--- src/hdl/sarc_cfg.svh ---
`ifndef SARC_CFG_SVH
`define SARC_CFG_SVH
`define SARC_CLK_NS        40
`define SARC_CONV_NS       1400
`define SARC_CONV_CYC      (`SARC_CONV_NS / `SARC_CLK_NS)
`define SARC_START_NS      40
`define SARC_START_CYC     ((`SARC_START_NS + `SARC_CLK_NS - 1) / `SARC_CLK_NS)
`define SARC_ACT_NS        600
`define SARC_ACT_CYC       (`SARC_ACT_NS / `SARC_CLK_NS)
`define SARC_QUIET_NS      125
`define SARC_QUIET_CYC     ((`SARC_QUIET_NS + `SARC_CLK_NS - 1) / `SARC_CLK_NS)
`define SARC_READ_CYC      6
`define SARC_INIT_READS    3
`define SARC_DATA_W        18
`define SARC_ONES          18'h3_ffff
`define SARC_ZERO          18'h0_0000
`define SARC_CNT_W         6
`define SARC_REG_CTRL      4'h0
`define SARC_REG_STAT      4'h1
`define SARC_REG_MASK      4'h2
`define SARC_REG_DATA      4'h3
`define SARC_REG_MODE      4'h4
`endif

--- src/hdl/sarc_pkg.sv ---
`default_nettype none
`include "sarc_cfg.svh"
package sarc_pkg;
  typedef logic [`SARC_DATA_W-1:0] sarc_word_t;
  typedef logic [`SARC_CNT_W-1:0]  sarc_cnt_t;
  typedef enum logic [1:0] {SARC_SAMPLE, SARC_CONVERT} sarc_dev_e;
  typedef enum logic [2:0] {SARC_H_IDLE, SARC_H_INIT, SARC_H_START, SARC_H_WAIT,
                            SARC_H_QUIET, SARC_H_READ} sarc_host_e;
endpackage : sarc_pkg
`default_nettype wire

--- src/hdl/sarc_if.sv ---
`timescale 1ns/1ps
`default_nettype none
`include "sarc_cfg.svh"
interface sarc_if;
  logic                    conversion_start_n;
  logic                    select_n;
  logic                    read_n;
  logic                    byte_lane_select;
  logic                    low_bits_select;
  logic                    busy;
  logic [`SARC_DATA_W-1:0] parallel_data_pins_out;
  logic [`SARC_DATA_W-1:0] parallel_data_pins_oe_n;
  modport dev  (input conversion_start_n, select_n, read_n, byte_lane_select,
                low_bits_select, output busy, parallel_data_pins_out,
                parallel_data_pins_oe_n);
  modport host (output conversion_start_n, select_n, read_n, byte_lane_select,
                low_bits_select, input busy, parallel_data_pins_out,
                parallel_data_pins_oe_n);
endinterface : sarc_if
`default_nettype wire

--- src/hdl/sarc_host.sv ---
`timescale 1ns/1ps
`default_nettype none
`include "sarc_cfg.svh"
module sarc_host (
  // clock and reset
  input  wire logic        mclk,
  input  wire logic        rst,
  // software port
  input  wire logic [3:0]  addr,
  input  wire logic [31:0] wdata,
  input  wire logic        wr,
  input  wire logic        rd,
  output logic      [31:0] rdata,
  output logic             irq,
  // link
  sarc_if.host             lnk
);
  typedef struct packed {
    logic [1:0] bz_s;
    logic       bz_d;
    logic [`SARC_DATA_W-1:0] pin_a, pin_b;
    sarc_pkg::sarc_host_e st;
    sarc_pkg::sarc_cnt_t cnt;
    logic [1:0] nrd;
    logic       cv_n, cs_n, rd_n, byt, low;
    logic       inited;
    sarc_pkg::sarc_word_t res;
    logic [1:0] stat, mask;
    logic       mode8;
    logic [31:0] rdata;
    logic       irq;
  } sarc_hst_s;
  sarc_hst_s r, n;
  logic [`SARC_DATA_W-1:0] bus;

  //////////////////////////////////////////////////////////////////////////////
  always_comb begin
    n = r;
    n.bz_s = {r.bz_s[0], lnk.busy};
    n.bz_d = r.bz_s[1];
    bus = lnk.parallel_data_pins_out;
    n.pin_a = bus;
    n.pin_b = r.pin_a;
    n.rdata = 32'h0000_0000;
    // clear first, so an event set further down in the same cycle wins
    if (wr && addr == `SARC_REG_STAT) n.stat = r.stat & ~wdata[1:0];
    if (wr && addr == `SARC_REG_MASK) n.mask = wdata[1:0];
    if (wr && addr == `SARC_REG_MODE) n.mode8 = wdata[0];
    if (rd) begin
      unique case (addr)
        `SARC_REG_CTRL: n.rdata = {29'h0, r.inited, r.st != sarc_pkg::SARC_H_IDLE, 1'b0};
        `SARC_REG_STAT: n.rdata = {30'h0, r.stat};
        `SARC_REG_MASK: n.rdata = {30'h0, r.mask};
        `SARC_REG_DATA: n.rdata = {14'h0, r.res};
        `SARC_REG_MODE: n.rdata = {31'h0, r.mode8};
        default:        n.rdata = 32'h0000_0000;
      endcase
    end
    n.cnt = r.cnt + 1'b1;
    unique case (r.st)
      sarc_pkg::SARC_H_IDLE: begin
        if (!r.inited) begin
          n.st = sarc_pkg::SARC_H_INIT; n.cnt = '0; n.nrd = '0;
        end else if (wr && addr == `SARC_REG_CTRL && wdata[0]) begin
          n.st = sarc_pkg::SARC_H_START; n.cnt = '0;
          n.cs_n = 1'b0; n.cv_n = 1'b0;
        end
      end
      sarc_pkg::SARC_H_INIT: begin
        n.rd_n = ~r.cnt[1];
        n.cs_n = 1'b0;
        if (r.cnt[1:0] == 2'h3) begin
          n.nrd = r.nrd + 1'b1;
          if (r.nrd == 2'(`SARC_INIT_READS - 1)) begin
            n.st = sarc_pkg::SARC_H_IDLE; n.inited = 1'b1;
            n.rd_n = 1'b1; n.cs_n = 1'b1;
          end
        end
      end
      sarc_pkg::SARC_H_START: begin
        // release start well inside the early conversion window
        if (r.cnt >= `SARC_CNT_W'(`SARC_START_CYC + 2)) begin
          n.cv_n = 1'b1; n.st = sarc_pkg::SARC_H_WAIT; n.cnt = '0;
        end
      end
      sarc_pkg::SARC_H_WAIT: begin
        if (r.bz_d && !r.bz_s[1]) begin
          n.st = sarc_pkg::SARC_H_READ; n.cnt = '0; n.nrd = '0;
          n.rd_n = 1'b0; n.byt = 1'b0; n.low = 1'b0;
          n.stat[0] = 1'b1;
        end else if (r.cnt == '1) begin
          n.st = sarc_pkg::SARC_H_IDLE; n.cs_n = 1'b1; n.stat[1] = 1'b1;
        end
      end
      sarc_pkg::SARC_H_READ: begin
        // sample after device sync plus bus sync delay
        if (r.cnt == `SARC_CNT_W'(`SARC_READ_CYC)) begin
          n.cnt = '0;
          n.nrd = r.nrd + 1'b1;
          if (!r.mode8) begin
            if (r.nrd == 2'h0) n.res = r.pin_b;
          end else begin
            unique case (r.nrd)
              2'h0: n.res[17:10] = r.pin_b[17:10];
              2'h1: n.res[9:2]  = r.pin_b[17:10];
              default: n.res[1:0] = r.pin_b[11:10];
            endcase
          end
          // byte lane stays high for both the middle and the last read
          n.byt = r.mode8;
          n.low = r.mode8 && r.nrd == 2'h1;
          if (!r.mode8 || r.nrd == 2'h2) begin
            n.rd_n = 1'b1; n.byt = 1'b0; n.low = 1'b0;
            n.st = sarc_pkg::SARC_H_QUIET;
          end
        end
      end
      sarc_pkg::SARC_H_QUIET: begin
        if (r.cnt >= `SARC_CNT_W'(`SARC_QUIET_CYC)) begin
          n.st = sarc_pkg::SARC_H_IDLE; n.cs_n = 1'b1;
        end
      end
      default: n.st = sarc_pkg::SARC_H_IDLE;
    endcase
    n.irq = |(n.stat & n.mask);
  end

  always_ff @(posedge mclk or posedge rst) begin
    if (rst) begin
      r <= '{bz_s: 2'h0, bz_d: 1'b0, pin_a: '0, pin_b: '0,
             st: sarc_pkg::SARC_H_IDLE, cnt: '0, nrd: '0, cv_n: 1'b1, cs_n: 1'b1,
             rd_n: 1'b1, byt: 1'b0, low: 1'b0, inited: 1'b0, res: '0, stat: 2'h0,
             mask: 2'h0, mode8: 1'b0, rdata: 32'h0000_0000, irq: 1'b0};
    end else begin
      r <= n;
    end
  end

  assign lnk.conversion_start_n = r.cv_n;
  assign lnk.select_n = r.cs_n;
  assign lnk.read_n = r.rd_n;
  assign lnk.byte_lane_select = r.byt;
  assign lnk.low_bits_select = r.low;
  assign rdata = r.rdata;
  assign irq = r.irq;
endmodule : sarc_host
`default_nettype wire

--- src/flat_wrapper.sv ---
// flat-port wrapper written by rule: the top's interface ports become plain ports
module sarc_host_flat 
  (mclk, rst, addr, wdata, wr, rd, rdata, irq, lnk_conversion_start_n, lnk_select_n, lnk_read_n, lnk_byte_lane_select, lnk_low_bits_select, lnk_busy, lnk_parallel_data_pins_out, lnk_parallel_data_pins_oe_n);
  sarc_if lnk_i ();
  input  wire logic mclk;
  input  wire logic rst;
  input  wire logic [3:0] addr;
  input  wire logic [31:0] wdata;
  input  wire logic wr;
  input  wire logic rd;
  output logic      [31:0] rdata;
  output logic irq;
  output wire logic [$bits(lnk_i.conversion_start_n)-1:0] lnk_conversion_start_n;
  output wire logic [$bits(lnk_i.select_n)-1:0] lnk_select_n;
  output wire logic [$bits(lnk_i.read_n)-1:0] lnk_read_n;
  output wire logic [$bits(lnk_i.byte_lane_select)-1:0] lnk_byte_lane_select;
  output wire logic [$bits(lnk_i.low_bits_select)-1:0] lnk_low_bits_select;
  input wire logic [$bits(lnk_i.busy)-1:0] lnk_busy;
  input wire logic [$bits(lnk_i.parallel_data_pins_out)-1:0] lnk_parallel_data_pins_out;
  input wire logic [$bits(lnk_i.parallel_data_pins_oe_n)-1:0] lnk_parallel_data_pins_oe_n;
  assign lnk_conversion_start_n = lnk_i.conversion_start_n;
  assign lnk_select_n = lnk_i.select_n;
  assign lnk_read_n = lnk_i.read_n;
  assign lnk_byte_lane_select = lnk_i.byte_lane_select;
  assign lnk_low_bits_select = lnk_i.low_bits_select;
  assign lnk_i.busy = lnk_busy;
  assign lnk_i.parallel_data_pins_out = lnk_parallel_data_pins_out;
  assign lnk_i.parallel_data_pins_oe_n = lnk_parallel_data_pins_oe_n;
  sarc_host u_core (.mclk(mclk), .rst(rst), .addr(addr), .wdata(wdata), .wr(wr), .rd(rd), .rdata(rdata), .irq(irq), .lnk(lnk_i));
endmodule
--- config.mk ---
export PLATFORM = sky130hd
export DESIGN_NAME = sarc_host_flat
export DESIGN_NICKNAME = d
export VERILOG_FILES = /design/src/hdl/sarc_pkg.sv /design/src/hdl/sarc_if.sv /design/src/hdl/sarc_host.sv /design/src/flat_wrapper.sv
export VERILOG_INCLUDE_DIRS = /design/src /design/src/hdl
export SDC_FILE = /design/constraint.sdc
export NUM_CORES = 1
export LEC_CHECK = 0
export BUFFER_PORTS_ARGS = -buffer_cell sky130_fd_sc_hd__buf_2
export CORE_MARGIN = 3
export CORE_UTILIZATION = 41
export DETAILED_ROUTE_END_ITERATION = 6
export GPL_TIMING_DRIVEN = 0
export HOLD_SLACK_MARGIN = 0.08
export PLACE_DENSITY = 0.65
export SLEW_MARGIN = 15
export SYNTH_ARGS = -nofsm -noshare
export SYNTH_HDL_FRONTEND = slang
export SYNTH_SLANG_ARGS = --single-unit
--- constraint.sdc ---
create_clock -name mclk -period 7.55 [get_ports mclk]
set_input_delay 1.51 -clock mclk [delete_from_list [all_inputs] [get_ports mclk]]
set_output_delay 1.51 -clock mclk [all_outputs]
set_load 0.01 [all_outputs]
==> metrics.txt <==
syn_area_per_cell=12.4 µm²; hpwl dp=5.30 mm; Area Growth Syn to Fin=16.5%; PD cells=268 nW/µm²; post-synth top area cell=dfrtp_1; pre-CTS setup slack=4.45 ns; # rows=35; CTS Hold Bufs=0; clock root cell=clkbuf_8; Fmax=0.362 GHz; Ant. Diodes=0; actual slew at the worst max-slew pin=0.835 ns; commonest non-fill, non-tap cells in the layout=dfrtp_1 (95), buf_2 (50), buf_4 (32); antenna violations before repair=0; Cell variety after synth=56; commonest non-fill, non-tap cell in the layout=dfrtp_1; Crit. End Element=flop; max_cap viols=0; nets@finish=490; # clock sinks=98; Final Slew Violations=0; share of total power in sequential cells=0.505; Placed Cells=524; Clock Path Buffers=2; clock insertion delay at the later pin of the skew report=0.36 ns; vias per cell=4.77; Clk pin slew, worst setup/hold paths=0.08 ns; Critical Path AT=2.96 ns; Crit path required time=7.75 ns; core area=9460 µm²; EDFF count, synth=0; post-CTS setup buffer count=0; WL per Instance=13.5 µm; Mapped Area=4100 µm²; number of hold violations in the final report=0; Hold Path Class=reg -> reg; first-pass GRT wire length=12.0 mm; via count=2577; fin crit share=0.366; drt first pass iters=4; register area share after synthesis=0.599; DRC Markers=0; post-route design area=4770 µm²; CTS tree=built; Yosys reg bits=98; worst-path fanout max=10; io pins=115; switch share=0.325; Crit Path Category=in -> reg; DRT antenna net count=0; status=finished clean; initial drt markers=108; Non-Filler Instances=540; chip width=106 µm; routability cong.=0.873; Lkg Pwr=2.36 nW; port bufs=50; Worst Skew=0.0137 ns; ys async rst share=1.00; vias in the first global route=2509; Chip Height=106 µm; Clock power frac=0.247; GRT Total Usage=0.134; Overflow after GRT=0; Combinational Power Share=0.248; die area=11200 µm²; Top FF cell, synth=dfrtp_1; Area contributors post-synth=dfrtp_1 (58%), buf_4 (5.9%), mux2_2 (4.4%), mux2i_1 (2.9%), a21oi_1 (2.7%); P_sw=0.000416 W; yosys warns=0; startpoint types=input port; Peak VDD IR=0.167 mV; unrepaired setup endpoints after global routing=no; worst setup margin=4.79 ns; Post-DP Area=4590 µm²; post-synth top area share=0.580; Post-CTS Resized=0; final wirelength=7.28 mm; Syn Inst Count=331; Pint=0.000864 W; TNS Setup=0 ns; Slew Limit Headroom=0.439; H-tree level count=3; largest net degree at the start of global routing=51; CTS Buf Count=9; minimum clock period=2.76 ns; Initial Util=0.433; Setup violations, final=0; layout cells sized above 1=0.326
## per-stage QoR
stage | utilization | hold slack, ns | power, W
2_1_floorplan | - | 0.331 | 0.000889
3_3_place_gp | 0.482 | 0.333 | 0.000962
3_5_place_dp | 0.485 | 0.335 | 0.000975
4_1_cts | 0.505 | 0.355 | 0.00129
5_1_grt | 0.505 | 0.362 | 0.00136
6_report | 0.505 | 0.353 | 0.00128
## path summary, 6_finish.rpt
kind / slack (ns) / startpoint / endpoint / depth (start not counted)
min in group asynchronous: 1.23 / rst / u_core.r[81]$_DFF_PP0_ / 2
hold reg to reg: 0.35 / u_core.n[111]$_DFF_PP0_ / u_core.n[109]$_DFF_PP0_ / 0
setup / recovery: 4.79 / addr[0] / u_core.r[65]$_DFF_PP0_ / 5
max in group asynchronous: 5.64 / rst / u_core.lnk.conversion_start_n$_DFFE_PP1P_ / 3
hold / removal: 0.35 / u_core.n[111]$_DFF_PP0_ / u_core.n[109]$_DFF_PP0_ / 0
setup reg to reg: 5.65 / u_core.r[67]$_DFF_PP0_ / u_core.r[38]$_DFFE_PP0P_ / 4
## critical path, cell delays in order
cell and delay [ns]:
clkbuf_1 0.21, nor2_1 0.30, a311oi_1 0.15, o21ai_0 0.61, a21boi_0 0.19
## kinds of logic after synthesis
family	count (synthesis)	share of synthesized area
flip-flops	98	0.599
AND/OR/NAND/NOR	86	0.127
buffers and inverters	54	0.0806
AO/OA/AOI/OAI	52	0.0834
multiplexers	29	0.0788
adder cells (fa/ha/maj)	7	0.0214
XOR/XNOR	4	0.00855
other	1	0.000915
## cell usage after synthesis (all sizes together) (6+ instances only)
master	instances
dfrtp	95
buf	34
a21oi	24
nor2	20
and2	18
mux2	16
inv	12
mux2i	12
nand2	11
clkbuf	8
ha	7
nand2b	6
## metal layers
layer  track usage  vias up  part of all wire
li1              -     1239                 -
met1         0.180     1250              0.46
met2         0.209       73              0.47
met3        0.0352       15             0.051
met4        0.0527        0             0.018
met5             0        -                 0
## state kept, by name (all words and copies together), names as in the netlist
signal                         count
u_core.n                          20
u_core.irq                         1
u_core.lnk.low_bits_select         1
u_core.r                          54
u_core.lnk.read_n                  1
u_core.rdata                      18
u_core.lnk.byte_lane_select        1
u_core.lnk.conversion_start_n      1
u_core.lnk.select_n                1
## power by group through the flow
stage | registers, W | clock network, W | logic, W
after floorplan | 0.000647 | 0 | 0.000242
after global placement | 0.000655 | 0 | 0.000307
after detailed placement | 0.000658 | 0 | 0.000317
after CTS | 0.000647 | 0.000326 | 0.000319
after global routing | 0.000657 | 0.000349 | 0.000351
final | 0.000647 | 0.000316 | 0.000318
## final cells by class
class | instances | area [µm²]
Fill cell | 846 | 4690
Sequential cell | 98 | 2460
Multi-Input combinational cell | 192 | 1360
Buffer | 42 | 285
Timing Repair Buffer | 51 | 278
Tap cell | 129 | 161
Clock buffer | 9 | 124
Clock inverter | 7 | 61.3
Inverter | 12 | 47.5
Power figures use the tool's default switching activity.
